File: config.mk
export PLATFORM = sky130hd
export DESIGN_NAME = rdio_port
export DESIGN_NICKNAME = d
export VERILOG_FILES = /design/src/rdio_pkg.sv /design/src/rdio_port.sv
export SDC_FILE = /design/constraint.sdc
export NUM_CORES = 1
export LEC_CHECK = 0
export BUFFER_PORTS_ARGS = -buffer_cell sky130_fd_sc_hd__buf_2
export CAP_MARGIN = 20
export CORE_ASPECT_RATIO = 0.6
export CORE_MARGIN = 4
export CORE_UTILIZATION = 25
export DETAILED_ROUTE_END_ITERATION = 7
export PLACE_DENSITY_LB_ADDON = 0.25
export SLEW_MARGIN = 20
export SYNTH_ARGS = -nofsm -noshare
export SYNTH_HDL_FRONTEND = slang
export SYNTH_SLANG_ARGS = --single-unit
File: constraint.sdc
create_clock -name pclk -period 4.66 [get_ports pclk]
set_clock_uncertainty 0.05 [all_clocks]
set_input_delay 0 -clock pclk [delete_from_list [all_inputs] [get_ports pclk]]
set_output_delay 0 -clock pclk [all_outputs]
set_load 0.01 [all_outputs]
File: src/rdio_pkg.sv
// Purpose: Shared constants, types and field helpers for the dedicated I/O port
// Assumes: APB3 slave, 32-bit data, byte addresses in 8 bits
// Notes:   Configuration words pack bit-range limits of the pin fields
package rdio_pkg;

   // ----------------------------------------
   // Register map
   // ----------------------------------------
   localparam logic [7:0] OFS_CTRL     = 8'h00;
   localparam logic [7:0] OFS_NUM_CFG  = 8'h04;
   localparam logic [7:0] OFS_AREA_CFG = 8'h08;
   localparam logic [7:0] OFS_PROG     = 8'h0C;
   localparam logic [7:0] OFS_LINE     = 8'h10;
   localparam logic [7:0] OFS_OVRD     = 8'h14;
   localparam logic [7:0] OFS_ERR      = 8'h18;
   localparam logic [7:0] OFS_REGION   = 8'h1C;
   localparam logic [7:0] OFS_NUM_IN   = 8'h20;
   localparam logic [7:0] OFS_STATUS   = 8'h24;
   localparam logic [7:0] OFS_IRQ_STAT = 8'h28;
   localparam logic [7:0] OFS_IRQ_MASK = 8'h2C;

   // ----------------------------------------
   // Field positions
   // ----------------------------------------
   localparam int unsigned CTRL_JOG_ALLOW = 0;
   localparam int unsigned CFG_IN_START   = 0;
   localparam int unsigned CFG_IN_END     = 8;
   localparam int unsigned CFG_OUT_START  = 16;
   localparam int unsigned CFG_OUT_END    = 24;
   localparam int unsigned CFG_POS_W      = 5;
   localparam int unsigned IRQ_ESTOP      = 0;
   localparam int unsigned IRQ_HAND       = 1;
   localparam int unsigned IRQ_AIR        = 2;
   localparam int unsigned IRQ_NUMREQ     = 3;
   localparam int unsigned IRQ_JOG        = 4;
   localparam int unsigned IRQ_W          = 5;

   // ----------------------------------------
   // Reset values
   // ----------------------------------------
   localparam logic [31:0] CTRL_RST     = 32'h0000_0000;
   localparam logic [31:0] NUM_CFG_RST  = 32'h0F00_0F00;
   localparam logic [31:0] AREA_CFG_RST = 32'h0000_1710;
   localparam logic [31:0] VALUE_RST    = 32'h0000_0000;

   typedef enum logic [2:0] {
      SRC_IDLE = 3'h0,
      SRC_PROG = 3'h1,
      SRC_LINE = 3'h3,
      SRC_OVRD = 3'h2,
      SRC_ERR  = 3'h6
   } rdio_src_e;

   typedef struct packed {
      logic [31:0] gp_in;
      logic        prog_req;
      logic        line_req;
      logic        ovrd_req;
      logic        err_req;
      logic        jog_enable;
      logic [1:0]  jog_mode;
      logic [7:0]  jog_pos;
      logic [7:0]  jog_neg;
      logic [4:0]  hand_fault;
      logic [4:0]  air_fault;
      logic        estop_a_closed;
      logic        estop_b_closed;
   } rdio_pins_s;

   typedef struct packed {
      logic [31:0] gp_out;
      logic        prog_ack;
      logic        line_ack;
      logic        ovrd_ack;
      logic        err_ack;
      logic        jog_valid;
      logic [1:0]  jog_mode;
      logic [7:0]  jog_pos;
      logic [7:0]  jog_neg;
      logic [4:0]  hand_fault;
      logic [4:0]  air_fault;
      logic        estop_active;
   } rdio_out_s;

   typedef struct packed {
      logic [4:0] air_fault;
      logic [4:0] hand_fault;
      logic [2:0] source;
      logic [1:0] jog_mode;
      logic       jog_valid;
      logic       estop_active;
   } rdio_status_s;

   function automatic logic [31:0] rdio_mask(input logic [4:0] lo,
                                             input logic [4:0] hi);
      logic [31:0] m;
      m = 32'h0000_0000;
      for (int i = 0; i < 32; i++) begin
         m[i] = (5'(i) >= lo) && (5'(i) <= hi);
      end
      return m;
   endfunction : rdio_mask

   function automatic logic [31:0] rdio_get(input logic [31:0] w,
                                            input logic [4:0]  lo,
                                            input logic [4:0]  hi);
      return (w & rdio_mask(lo, hi)) >> lo;
   endfunction : rdio_get

   function automatic logic [31:0] rdio_put(input logic [31:0] v,
                                            input logic [4:0]  lo,
                                            input logic [4:0]  hi);
      return (v << lo) & rdio_mask(lo, hi);
   endfunction : rdio_put

endpackage : rdio_pkg

File: src/rdio_port.sv
// Purpose: Dedicated external signal port of a robot controller, APB side
// Assumes: Pin inputs asynchronous to pclk, sequencer holds levels
// Notes:   Functional notes below; configuration via APB registers
//
// Functional notes
// - Numeric groups carry program, line, override, error values
// - Numeric fields set by four five-bit limits
// - Program request presents number, raises acknowledge
// - Line request presents line number, raises acknowledge
// - Override request presents override, raises acknowledge
// - Error request presents error number, raises acknowledge
// - Jog enable validates jog, status reports it
// - Two-bit jog mode echoed on status
// - Eight positive jog inputs request motion
// - Eight negative jog inputs request motion
// - Five hand faults mirrored while held
// - Five air faults mirrored while held
// - User region outputs high inside region
// - Region outputs use consecutive bit range
// - Level signals act only while on
// - Either opened stop channel forces stop
//
// Implementation choices: the register addresses and the APB register port.
`timescale 1ns/1ps
`default_nettype none

module rdio_port (
   input  wire  logic               pclk,
   input  wire  logic               presetn,
   input  wire  logic               psel,
   input  wire  logic               penable,
   input  wire  logic               pwrite,
   input  wire  logic [7:0]         paddr,
   input  wire  logic [31:0]        pwdata,
   output logic [31:0]              prdata,
   output logic                     pready,
   output logic                     pslverr,
   input  wire  rdio_pkg::rdio_pins_s pins_in,
   output rdio_pkg::rdio_out_s      pins_out,
   output logic                     irq
);
   import rdio_pkg::*;

   // ----------------------------------------
   // Declarations
   // ----------------------------------------
   rdio_pins_s   pins_s1_ff;
   rdio_pins_s   pins_s2_ff;
   rdio_pins_s   pins_d_ff;
   rdio_out_s    out_ff;
   rdio_src_e    src_ff;
   rdio_src_e    nxt_src;
   rdio_status_s status;
   logic [31:0]  ctrl_ff;
   logic [31:0]  num_cfg_ff;
   logic [31:0]  area_cfg_ff;
   logic [31:0]  prog_ff;
   logic [31:0]  line_ff;
   logic [31:0]  ovrd_ff;
   logic [31:0]  err_ff;
   logic [7:0]   region_ff;
   logic [31:0]  prdata_ff;
   logic         pready_ff;
   logic         pslverr_ff;
   logic [IRQ_W-1:0] irq_stat_ff;
   logic [IRQ_W-1:0] irq_mask_ff;
   logic [IRQ_W-1:0] nxt_irq_stat;
   logic [IRQ_W-1:0] nxt_irq_mask;
   logic [IRQ_W-1:0] irq_event;
   logic         irq_ff;
   logic         nxt_jog_valid;
   logic         estop_now;
   logic         rise_prog;
   logic         rise_line;
   logic         rise_ovrd;
   logic         rise_err;
   logic         rise_jog;
   logic         apb_req;
   logic         apb_cap;
   logic         apb_done;
   logic         apb_wr;
   logic [31:0]  rd_data;
   logic         rd_hit;
   logic [31:0]  num_value;
   logic [31:0]  nxt_gp_out;
   logic [4:0]   in_lo;
   logic [4:0]   in_hi;
   logic [4:0]   out_lo;
   logic [4:0]   out_hi;
   logic [4:0]   area_lo;
   logic [4:0]   area_hi;

   // ----------------------------------------
   // Pin synchronisers
   // ----------------------------------------
   // Third stage feeds only the edge detectors
   always_ff @(posedge pclk or negedge presetn) begin
      if (!presetn) begin
         pins_s1_ff <= '0;
         pins_s2_ff <= '0;
         pins_d_ff  <= '0;
         // Stop contacts idle closed, so no false trip follows reset
         pins_s1_ff.estop_a_closed <= 1'b1;
         pins_s1_ff.estop_b_closed <= 1'b1;
         pins_s2_ff.estop_a_closed <= 1'b1;
         pins_s2_ff.estop_b_closed <= 1'b1;
         pins_d_ff.estop_a_closed  <= 1'b1;
         pins_d_ff.estop_b_closed  <= 1'b1;
      end else begin
         pins_s1_ff <= pins_in;
         pins_s2_ff <= pins_s1_ff;
         pins_d_ff  <= pins_s2_ff;
      end
   end

   assign rise_prog = pins_s2_ff.prog_req & ~pins_d_ff.prog_req;
   assign rise_line = pins_s2_ff.line_req & ~pins_d_ff.line_req;
   assign rise_ovrd = pins_s2_ff.ovrd_req & ~pins_d_ff.ovrd_req;
   assign rise_err  = pins_s2_ff.err_req & ~pins_d_ff.err_req;
   assign rise_jog  = pins_s2_ff.jog_enable & ~pins_d_ff.jog_enable;

   // ----------------------------------------
   // Field limits
   // ----------------------------------------
   // four-element numeric field
   assign in_lo   = num_cfg_ff[CFG_IN_START +: CFG_POS_W];
   assign in_hi   = num_cfg_ff[CFG_IN_END +: CFG_POS_W];
   assign out_lo  = num_cfg_ff[CFG_OUT_START +: CFG_POS_W];
   assign out_hi  = num_cfg_ff[CFG_OUT_END +: CFG_POS_W];
   assign area_lo = area_cfg_ff[CFG_IN_START +: CFG_POS_W];
   assign area_hi = area_cfg_ff[CFG_IN_END +: CFG_POS_W];

   // ----------------------------------------
   // APB slave
   // ----------------------------------------
   // One wait state: data captured first, pready shown next cycle
   // Read data latched on capture, so prdata stands with pready
   assign apb_req  = psel & penable;
   assign apb_cap  = apb_req & ~pready_ff;
   assign apb_done = apb_req & pready_ff;
   assign apb_wr   = apb_done & pwrite;

   always_ff @(posedge pclk or negedge presetn) begin
      if (!presetn) begin
         pready_ff  <= 1'b0;
         pslverr_ff <= 1'b0;
         prdata_ff  <= 32'h0000_0000;
      end else begin
         pready_ff <= apb_cap;
         if (apb_cap) begin
            pslverr_ff <= ~rd_hit;
            prdata_ff  <= pwrite ? 32'h0000_0000 : rd_data;
         end else if (apb_done) begin
            pslverr_ff <= 1'b0;
            prdata_ff  <= 32'h0000_0000;
         end
      end
   end

   // ----------------------------------------
   // Register writes
   // ----------------------------------------
   // Unmapped offsets fall through, pslverr flags them
   always_ff @(posedge pclk or negedge presetn) begin
      if (!presetn) begin
         ctrl_ff     <= CTRL_RST;
         num_cfg_ff  <= NUM_CFG_RST;
         area_cfg_ff <= AREA_CFG_RST;
         prog_ff     <= VALUE_RST;
         line_ff     <= VALUE_RST;
         ovrd_ff     <= VALUE_RST;
         err_ff      <= VALUE_RST;
         region_ff   <= 8'h00;
         irq_mask_ff <= '0;
      end else if (apb_wr) begin
         unique case (paddr)
            OFS_CTRL:     ctrl_ff     <= pwdata;
            OFS_NUM_CFG:  num_cfg_ff  <= pwdata;
            OFS_AREA_CFG: area_cfg_ff <= pwdata;
            OFS_PROG:     prog_ff     <= pwdata;
            OFS_LINE:     line_ff     <= pwdata;
            OFS_OVRD:     ovrd_ff     <= pwdata;
            OFS_ERR:      err_ff      <= pwdata;
            OFS_REGION:   region_ff   <= pwdata[7:0];
            OFS_IRQ_MASK: irq_mask_ff <= pwdata[IRQ_W-1:0];
            default: begin
            end
         endcase
      end
   end

   // ----------------------------------------
   // Register reads
   // ----------------------------------------
   always_comb begin
      status = '{air_fault:    out_ff.air_fault,
                 hand_fault:   out_ff.hand_fault,
                 source:       src_ff,
                 jog_mode:     out_ff.jog_mode,
                 jog_valid:    out_ff.jog_valid,
                 estop_active: out_ff.estop_active};
      rd_hit  = 1'b1;
      rd_data = 32'h0000_0000;
      unique case (paddr)
         OFS_CTRL:     rd_data = ctrl_ff;
         OFS_NUM_CFG:  rd_data = num_cfg_ff;
         OFS_AREA_CFG: rd_data = area_cfg_ff;
         OFS_PROG:     rd_data = prog_ff;
         OFS_LINE:     rd_data = line_ff;
         OFS_OVRD:     rd_data = ovrd_ff;
         OFS_ERR:      rd_data = err_ff;
         OFS_REGION:   rd_data = {24'h00_0000, region_ff};
         OFS_NUM_IN:   rd_data = rdio_get(pins_s2_ff.gp_in, in_lo, in_hi);
         OFS_STATUS:   rd_data = 32'(status);
         OFS_IRQ_STAT: rd_data = 32'(irq_stat_ff);
         OFS_IRQ_MASK: rd_data = 32'(irq_mask_ff);
         default:      rd_hit  = 1'b0;
      endcase
   end

   // ----------------------------------------
   // Numeric output source
   // ----------------------------------------
   always_comb begin
      nxt_src = src_ff;
      unique case (src_ff)
         SRC_IDLE: begin
         end
         SRC_PROG: if (!pins_s2_ff.prog_req) nxt_src = SRC_IDLE;
         SRC_LINE: if (!pins_s2_ff.line_req) nxt_src = SRC_IDLE;
         SRC_OVRD: if (!pins_s2_ff.ovrd_req) nxt_src = SRC_IDLE;
         SRC_ERR:  if (!pins_s2_ff.err_req) nxt_src = SRC_IDLE;
         default:  nxt_src = SRC_IDLE;
      endcase
      // A request that loses to a newer one is not resumed
      // newest request wins, fixed priority
      if (rise_prog) begin
         nxt_src = SRC_PROG;
      end else if (rise_line) begin
         nxt_src = SRC_LINE;
      end else if (rise_ovrd) begin
         nxt_src = SRC_OVRD;
      end else if (rise_err) begin
         nxt_src = SRC_ERR;
      end
   end

   always_ff @(posedge pclk or negedge presetn) begin
      if (!presetn) begin
         src_ff <= SRC_IDLE;
      end else begin
         src_ff <= nxt_src;
      end
   end

   always_comb begin
      num_value = 32'h0000_0000;
      unique case (nxt_src)
         SRC_PROG: num_value = prog_ff;
         SRC_LINE: num_value = line_ff;
         SRC_OVRD: num_value = ovrd_ff;
         SRC_ERR:  num_value = err_ff;
         default:  num_value = 32'h0000_0000;
      endcase
      // Overlapping fields OR together, software keeps them apart
      // region flags on their field
      nxt_gp_out = rdio_put(num_value, out_lo, out_hi)
                 | rdio_put({24'h00_0000, region_ff}, area_lo, area_hi);
   end

   // ----------------------------------------
   // Jog, faults and emergency stop
   // ----------------------------------------
   // Redundant contacts: one open channel is enough
   // normally closed, either channel trips
   assign estop_now = ~pins_s2_ff.estop_a_closed
                    | ~pins_s2_ff.estop_b_closed;

   always_comb begin
      nxt_jog_valid = out_ff.jog_valid;
      // Allow checked every cycle, so clearing it stops jog at once
      // armed on edge, dropped on release
      if (estop_now || !ctrl_ff[CTRL_JOG_ALLOW] || !pins_s2_ff.jog_enable) begin
         nxt_jog_valid = 1'b0;
      end else if (rise_jog) begin
         nxt_jog_valid = 1'b1;
      end
   end

   // ----------------------------------------
   // Registered pin outputs
   // ----------------------------------------
   // One shared flop stage keeps every pin path equally late
   always_ff @(posedge pclk or negedge presetn) begin
      if (!presetn) begin
         out_ff <= '0;
      end else begin
         out_ff.gp_out       <= nxt_gp_out;
         out_ff.prog_ack     <= (nxt_src == SRC_PROG);
         out_ff.line_ack     <= (nxt_src == SRC_LINE);
         out_ff.ovrd_ack     <= (nxt_src == SRC_OVRD);
         out_ff.err_ack      <= (nxt_src == SRC_ERR);
         out_ff.jog_valid    <= nxt_jog_valid;
         out_ff.jog_mode     <= pins_s2_ff.jog_mode;
         out_ff.jog_pos      <= nxt_jog_valid ? (pins_s2_ff.jog_pos & ~pins_s2_ff.jog_neg)
                                              : 8'h00;
         out_ff.jog_neg      <= nxt_jog_valid ? (pins_s2_ff.jog_neg & ~pins_s2_ff.jog_pos)
                                              : 8'h00;
         out_ff.hand_fault   <= pins_s2_ff.hand_fault;
         out_ff.air_fault    <= pins_s2_ff.air_fault;
         out_ff.estop_active <= estop_now;
      end
   end

   // ----------------------------------------
   // Interrupts
   // ----------------------------------------
   always_comb begin
      irq_event             = '0;
      irq_event[IRQ_ESTOP]  = estop_now & ~out_ff.estop_active;
      irq_event[IRQ_HAND]   = |(pins_s2_ff.hand_fault & ~pins_d_ff.hand_fault);
      irq_event[IRQ_AIR]    = |(pins_s2_ff.air_fault & ~pins_d_ff.air_fault);
      irq_event[IRQ_NUMREQ] = rise_prog | rise_line | rise_ovrd | rise_err;
      irq_event[IRQ_JOG]    = nxt_jog_valid & ~out_ff.jog_valid;
      nxt_irq_stat = irq_stat_ff;
      // Clear only bits that were returned, so late events survive
      if (apb_done && !pwrite && paddr == OFS_IRQ_STAT) begin
         nxt_irq_stat = irq_stat_ff & ~prdata_ff[IRQ_W-1:0];
      end
      nxt_irq_stat = nxt_irq_stat | irq_event;
      // New mask counts at once, so irq never lags a mask write
      nxt_irq_mask = irq_mask_ff;
      if (apb_wr && paddr == OFS_IRQ_MASK) begin
         nxt_irq_mask = pwdata[IRQ_W-1:0];
      end
   end

   always_ff @(posedge pclk or negedge presetn) begin
      if (!presetn) begin
         irq_stat_ff <= '0;
         irq_ff      <= 1'b0;
      end else begin
         irq_stat_ff <= nxt_irq_stat;
         irq_ff      <= |(nxt_irq_stat & nxt_irq_mask);
      end
   end

   // ----------------------------------------
   // Outputs
   // ----------------------------------------
   // Plain wires only, each output is a flop above
   assign prdata   = prdata_ff;
   assign pready   = pready_ff;
   assign pslverr  = pslverr_ff;
   assign pins_out = out_ff;
   assign irq      = irq_ff;

endmodule : rdio_port

`default_nettype wire

# ---- Yosys cells after proc, flatten, opt, wreduce, memory -nomap -nowiden
# Index checks and enable logic that the tools add are counted.
dict set report totals {
  regBits 485
  inputBits 112
  output_inout_bits 101
  word_cells 457
}
dict set report op_classes {
  n_lt_le_gt_ge 192
  eq_ne 19
  shifts 3
  n_mux 23
  bitwise_logic 42
  reduce_logical 120
}
# op count
set op_table {}
lappend op_table {{32-bit one-hot mux with 12 select lines} 1}
lappend op_table {{5-bit greater-or-equal comparator (first input constant)} 48}
lappend op_table {{5-bit <= comparator (first input constant)} 48}
lappend op_table {{32-bit one-hot mux with 4 select lines} 1}
lappend op_table {{4-bit by 5-bit greater-or-equal comparator with 1-bit output (first input constant)} 24}
lappend op_table {{4-bit by 5-bit <= comparator with 1-bit output (first input constant)} 24}
lappend op_table {{1-bit logical AND} 99}
lappend op_table {{32-bit bitwise AND} 3}
lappend op_table {{32-bit 2-to-1 mux} 3}
lappend op_table {{3-bit by 5-bit greater-or-equal comparator with 1-bit output (first input constant)} 12}
lappend op_table {{3-bit by 5-bit <= comparator with 1-bit output (first input constant)} 12}
lappend op_table {{8-bit by 5-bit equality test with 1-bit output (second input constant)} 4}
lappend op_table {{8-bit by 6-bit equality test with 1-bit output (second input constant)} 4}
lappend op_table {{32-bit bitwise OR} 1}
lappend op_table {{32-bit by 5-bit << shifter with 32-bit output} 1}
lappend op_table {{8-bit by 5-bit << shifter with 32-bit output} 1}
lappend op_table {{32-bit by 5-bit >> shifter with 32-bit output} 1}
lappend op_table {{1-bit by 5-bit greater-or-equal comparator with 1-bit output (first input constant)} 6}
lappend op_table {{2-bit by 5-bit greater-or-equal comparator with 1-bit output (first input constant)} 6}
lappend op_table {{1-bit by 5-bit <= comparator with 1-bit output (first input constant)} 6}
lappend op_table {{2-bit by 5-bit <= comparator with 1-bit output (first input constant)} 6}
lappend op_table {{3-bit 2-to-1 mux} 8}
lappend op_table {{5-bit bitwise AND} 4}
lappend op_table {{2-bit AND reduction} 9}
lappend op_table {{23 further kinds} 67}

# ---- Longest topological paths before layout
dict set report depth {
  ltp_word 11
  ltp_mapped 13
  depth_no_buf 10
}

# ---- Worst setup path before layout
# No wires, ideal clock.
dict set report synth_path {
  kind {reg-to-reg}
  start {reg pins_s2_ff[32] in the netlist's numbering}
  end {reg out_ff (netlist bit pins_out[60])}
  setup_time_ps 133
  t_arrival_ps 2891
  t_required_ps 4477
  slack_ps 1586
  path_stages_with_launch 13
  n_path_buf 3
  synth_period_minus_slack_ps 3074
  path_cell_list {dfrtp_1 nor2b_1 nor4_4 a21o_1 buf_6 buf_6 buf_6 mux2_2 a222oi_1 mux4_2 o22ai_1 a221oi_2 o41ai_2}
}
dict set report synth_via {
  elab_chain_cells 11
  elab_cells_between_ends 15
  cone_classes {eq/ne: 4; shift: 1; mux: 7; bitwise: 3}
}
# element line
set synth_rtl {}
lappend synth_rtl {{start, declared} rdio_port.sv:48} ;# rdio_pins_s pins_s2_ff;
lappend synth_rtl {{start signal, assigned} rdio_port.sv:111} ;# pins_s2_ff <= pins_s1_ff;
lappend synth_rtl {{3-bit 2-to-1 mux} rdio_port.sv:231} ;# SRC_OVRD: if (!pins_s2_ff.ovrd_req) nxt_src = SRC_IDLE;
lappend synth_rtl {{3-bit one-hot mux with 5 select lines} rdio_port.sv:226} ;# unique case (src_ff)
lappend synth_rtl {{3-bit 2-to-1 mux} rdio_port.sv:243} ;# end else if (rise_err) begin
lappend synth_rtl {{3-bit 2-to-1 mux (*)} rdio_port.sv:241} ;# end else if (rise_ovrd) begin
lappend synth_rtl {{3-bit 2-to-1 mux (*)} rdio_port.sv:239} ;# end else if (rise_line) begin
lappend synth_rtl {{3-bit 2-to-1 mux (*)} rdio_port.sv:237} ;# if (rise_prog) begin
lappend synth_rtl {{3-bit equality test (tied with other cells)} rdio_port.sv:258} ;# unique case (nxt_src)
lappend synth_rtl {{32-bit one-hot mux with 4 select lines (*)} rdio_port.sv:258}
lappend synth_rtl {{32-bit by 5-bit << shifter with 32-bit output (*)} rdio_pkg.sv:113} ;# return (v << lo) & rdio_mask(lo, hi);
lappend synth_rtl {{32-bit bitwise AND (*)} rdio_pkg.sv:113}
lappend synth_rtl {{32-bit bitwise OR (*)} rdio_port.sv:268} ;# | rdio_put({24'h00_0000, region_ff}, area_lo, area_hi);
lappend synth_rtl {{via nxt_gp_out[26]} rdio_port.sv:85} ;# logic [31:0] nxt_gp_out;
lappend synth_rtl {{end, declared} rdio_port.sv:50} ;# rdio_out_s out_ff;
# Mark *: on every way through the listed nets, which the timed path passes. The rest lies on a longest branch.
# A chain may end at the register's enable or synchronous reset.

# ---- Worst setup path after layout
dict set report layout_path {
  start {reg pins_s2_ff[32] in the netlist's numbering}
  end {reg out_ff (netlist bit pins_out[59])}
}
# Same word-level chain as after synthesis.

==> flow_summary_export.csv <==
group,metric,value,unit
cells_and_area,nNetsFinal,2376,
logic_synthesis,ys_top_cells_by_count,"dfrtp_1 (468), mux2_2 (279), nand2_1 (107)",
cells_and_area,antenna_cells,0,
global_routing,grt_usage,0.180,
critical_path,cp_num_buf_inv,1,
logic_synthesis,synth.ff_latch_count,485,
sta,maxSlewHeadroom,0.264,
sta,period_needed,4060,ps
power,ir_drop,0.222,mV
placed_design,place_congestion,0.942,
logic_synthesis,ys_warn_count,0,
floorplanning,die_w,402,um
sta,period_share,0.871,
cells_and_area,area_growth,25.5,%
routing,first_pass_iters,8,
logic_synthesis,synth-edff-count,0,
critical_path,cp_slowest_cell,"a222oi_1",
critical_path,cp.arrival,4490,ps
logic_synthesis,yosysMostFrequentCell,"dfrtp_1",
routing,top_layer,"met4",
logic_synthesis,syn-num-nets,2040,
clock_tree,cts_hold_buf,173,
clock_tree,clkLatencyLatePin,620,ps
global_routing,grt_pass1_wl,133000,um
clock_tree,cts_tree,"yes",
clock_tree,cts_inserted_buffers,50,
logic_synthesis,async_reset_ff_frac,1.00,
routing,via_count,18700,
routing,detail-route-antenna-nets,0,
logic_synthesis,synthXorXnorAreaFrac,0,
power,total_power,9.31,mW
routing,via_per_inst,5.31,
logic_synthesis,ys_seq_area_frac,0.522,
clock_tree,clock_path_buffers,3,
logic_synthesis,syn_area_per_cell,12.1,um^2
placed_design,dp_cells,3271,
sta,setup_viol,0,
clock_tree,ctsResizeCount,0,
floorplanning,core_area,0.0921,mm^2
clock_tree,clock-sinks,485,
flow_run,cap_violations,0,
global_routing,grt_pass1_vias,18900,
routing,wl_met1,43600,um
placed_design,numPortBuffers,212,
sta,hold_viol,7,
floorplanning,rows,86,
logic_synthesis,yosysTopAreaCell,"dfrtp_1",
critical_path,cpLargestDelayFamily,"compound AO/OA/AOI/OAI gates",
global_routing,antenna_found_initial,2,
critical_path,crit_fanout,26,
logic_synthesis,postSynthCellCount,1928,
clock_tree,cts-root-buf,"clkbuf_16",
clock_tree,clk_pin_slew,70,ps
floorplanning,dieArea,0.0982,mm^2
logic_synthesis,synth-main-ff-cell,"dfrtp_1",
cells_and_area,nFillCells,9366,
floorplanning,io_pins,213,
global_routing,grt_max_degree,117,
clock_tree,postCtsSetupBuffers,0,
placed_design,hpwlAfterDp,66100,um
routing,avgRoutedWirePerCell,25.7,um
global_routing,overflow,0,
sta,fin_tns_setup,0,ps
critical_path,startpoint_type,"register",
cells_and_area,drive_gt1_frac,0.312,
logic_synthesis,synthAdderAreaFrac,0,
sta,drv_slew,0,
power,powerDensity,319,mW/mm^2
floorplanning,die_y,244,um
critical_path,cp.required,5090,ps
logic_synthesis,yosys.area.top_type_share,0.503,
logic_synthesis,netlist_top_cells_area,"dfrtp_1 (50%), mux2_2 (13%), mux2i_1 (3.4%)",
routing,wl,90900,um
clock_tree,cts_max_level,2,
routing,drc,3,
routing,first_iter_violations,2296,
cells_and_area,fin_area,0.0292,mm^2
critical_path,slowest_delay,800,ps
logic_synthesis,synth_top_family_by_area,"multiplexers",
logic_synthesis,synth.distinct_cells,89,
logic_synthesis,synth_compound_area_frac,0.158,
floorplanning,start_util,0.253,
placed_design,place_area,0.0257,mm^2
sta,worst_pin_slew,1100,ps
outcome,violations,"design-rule violations, negative hold slack",
logic_synthesis,synthSimpleGateAreaFrac,0.0779,
worst_hold_path,hp-class,"in2async",
routing,met3_length,7150,um
power,p_leak,13.1,nW
sta,rsz0062_at_grt,"false",
routing,met2_length,39000,um
critical_path,worstSetupPathType,"reg2reg",
critical_path,crit_chain,"nor2b_1, nor4_4, a21o_1, buf_4, mux2_2, a222oi_1, mux4_1, nor2_1, o21ai_0, o31ai_1",
sta,holdWs,-12.0,ps
cells_and_area,final_cell_count_no_fill,3531,
outcome,status,"complete, but fails checks",
logic_synthesis,muxShareOfSynthArea,0.206,
critical_path,worstSetupEndpointType,"register",
sta,max_freq,0.246,GHz
logic_synthesis,synthesis.area,0.0233,mm^2
==> stage by stage <==
step	setup slack, ps	utilization
final	602	0.317
after global routing	473	0.317
after CTS	688	0.317
after detailed placement	718	0.279
after global placement	771	0.279
after floorplan	1590	-
==> flip-flops by register name, indices dropped and copies added, names as in the netlist, 3 cells and up <==
register / flops
area_cfg_ff: 32
ovrd_ff: 32
irq_stat_ff: 5
irq_mask_ff: 5
region_ff: 8
pins_out: 66
prog_ff: 32
num_cfg_ff: 32
src_ff: 3
err_ff: 32
pins_s2_ff: 67
prdata: 32
pins_d_ff: 5
ctrl_ff: 32
line_ff: 32
pins_s1_ff: 67
==> worst paths after layout <==
check / endpoint / slack, ps / cells past startpoint / start
worst min-delay path: err_ff[28] / -10 / 2 / presetn
worst min register to register: pins_s2_ff[13] / 300 / 0 / pins_s1_ff[13]
worst max register to register: pins_out[59] / 600 / 10 / pins_s2_ff[32]
max in group asynchronous: area_cfg_ff[0] / 3320 / 3 / presetn
min in group pclk: prdata[22] / 140 / 5 / paddr[5]
worst max-delay path: pins_out[59] / 600 / 10 / pins_s2_ff[32]
==> per-layer routing <==
metal | up-vias | track usage
met4 | 0 | 0.0299
met2 | 796 | 0.265
met1 | 9800 | 0.269
met5 | - | 0
li1 | 8051 | -
met3 | 85 | 0.0455
==> cells by family (layout without fill, tap and decap cells) <==
| kind of cell | after synthesis | count (layout) |
|---|---|---|
| AO/OA/AOI/OAI | 497 | 497 |
| buffers and inverters | 193 | 564 |
| flip-flops | 485 | 485 |
| multiplexers | 399 | 399 |
| AND/OR/NAND/NOR | 354 | 354 |
==> area by class of cell <==
type	count	area [um^2]	share of cell area
Sequential cell	485	12200	0.416
Inverter	35	136	0.00467
Multi-Input combinational cell	1250	10300	0.354
Tap cell	1232	1540	0.0528
Clock inverter	19	374	0.0128
Timing Repair Buffer	442	3270	0.112
Clock buffer	68	1410	0.0482
==> report_power, final <==
group | internal (mW) | switching (mW)
clock network | 2.67 | 1.80
logic | 0.203 | 0.289
registers | 4.29 | 0.0572
==> cell usage in the layout (no fill, tap or decap), types with 10 or more instances in the layout <==
cell	count
o211ai_1	31
o21a_1	10
nor3b_1	16
nand2_1	107
buf_2	211
o31ai_1	16
and3_1	10
nor2_1	66
o2111ai_1	21
a222oi_1	48
nor2b_1	11
a221oi_1	22
mux2i_1	80
a22oi_1	69
dlygate4sd3_1	173
a22o_1	30
or2_2	12
nand3_1	38
clkbuf_16	50
o22ai_1	14
a31oi_1	16
bufinv_16	10
a21oi_1	70
mux2_2	279
a21o_1	10
mux4_2	31
dfrtp_1	467
nand4_1	17
dfstp_2	17
nor3_1	14
o21ai_0	73
inv_1	26
buf_4	54
No activity file was read; power rests on OpenSTA's default activity.
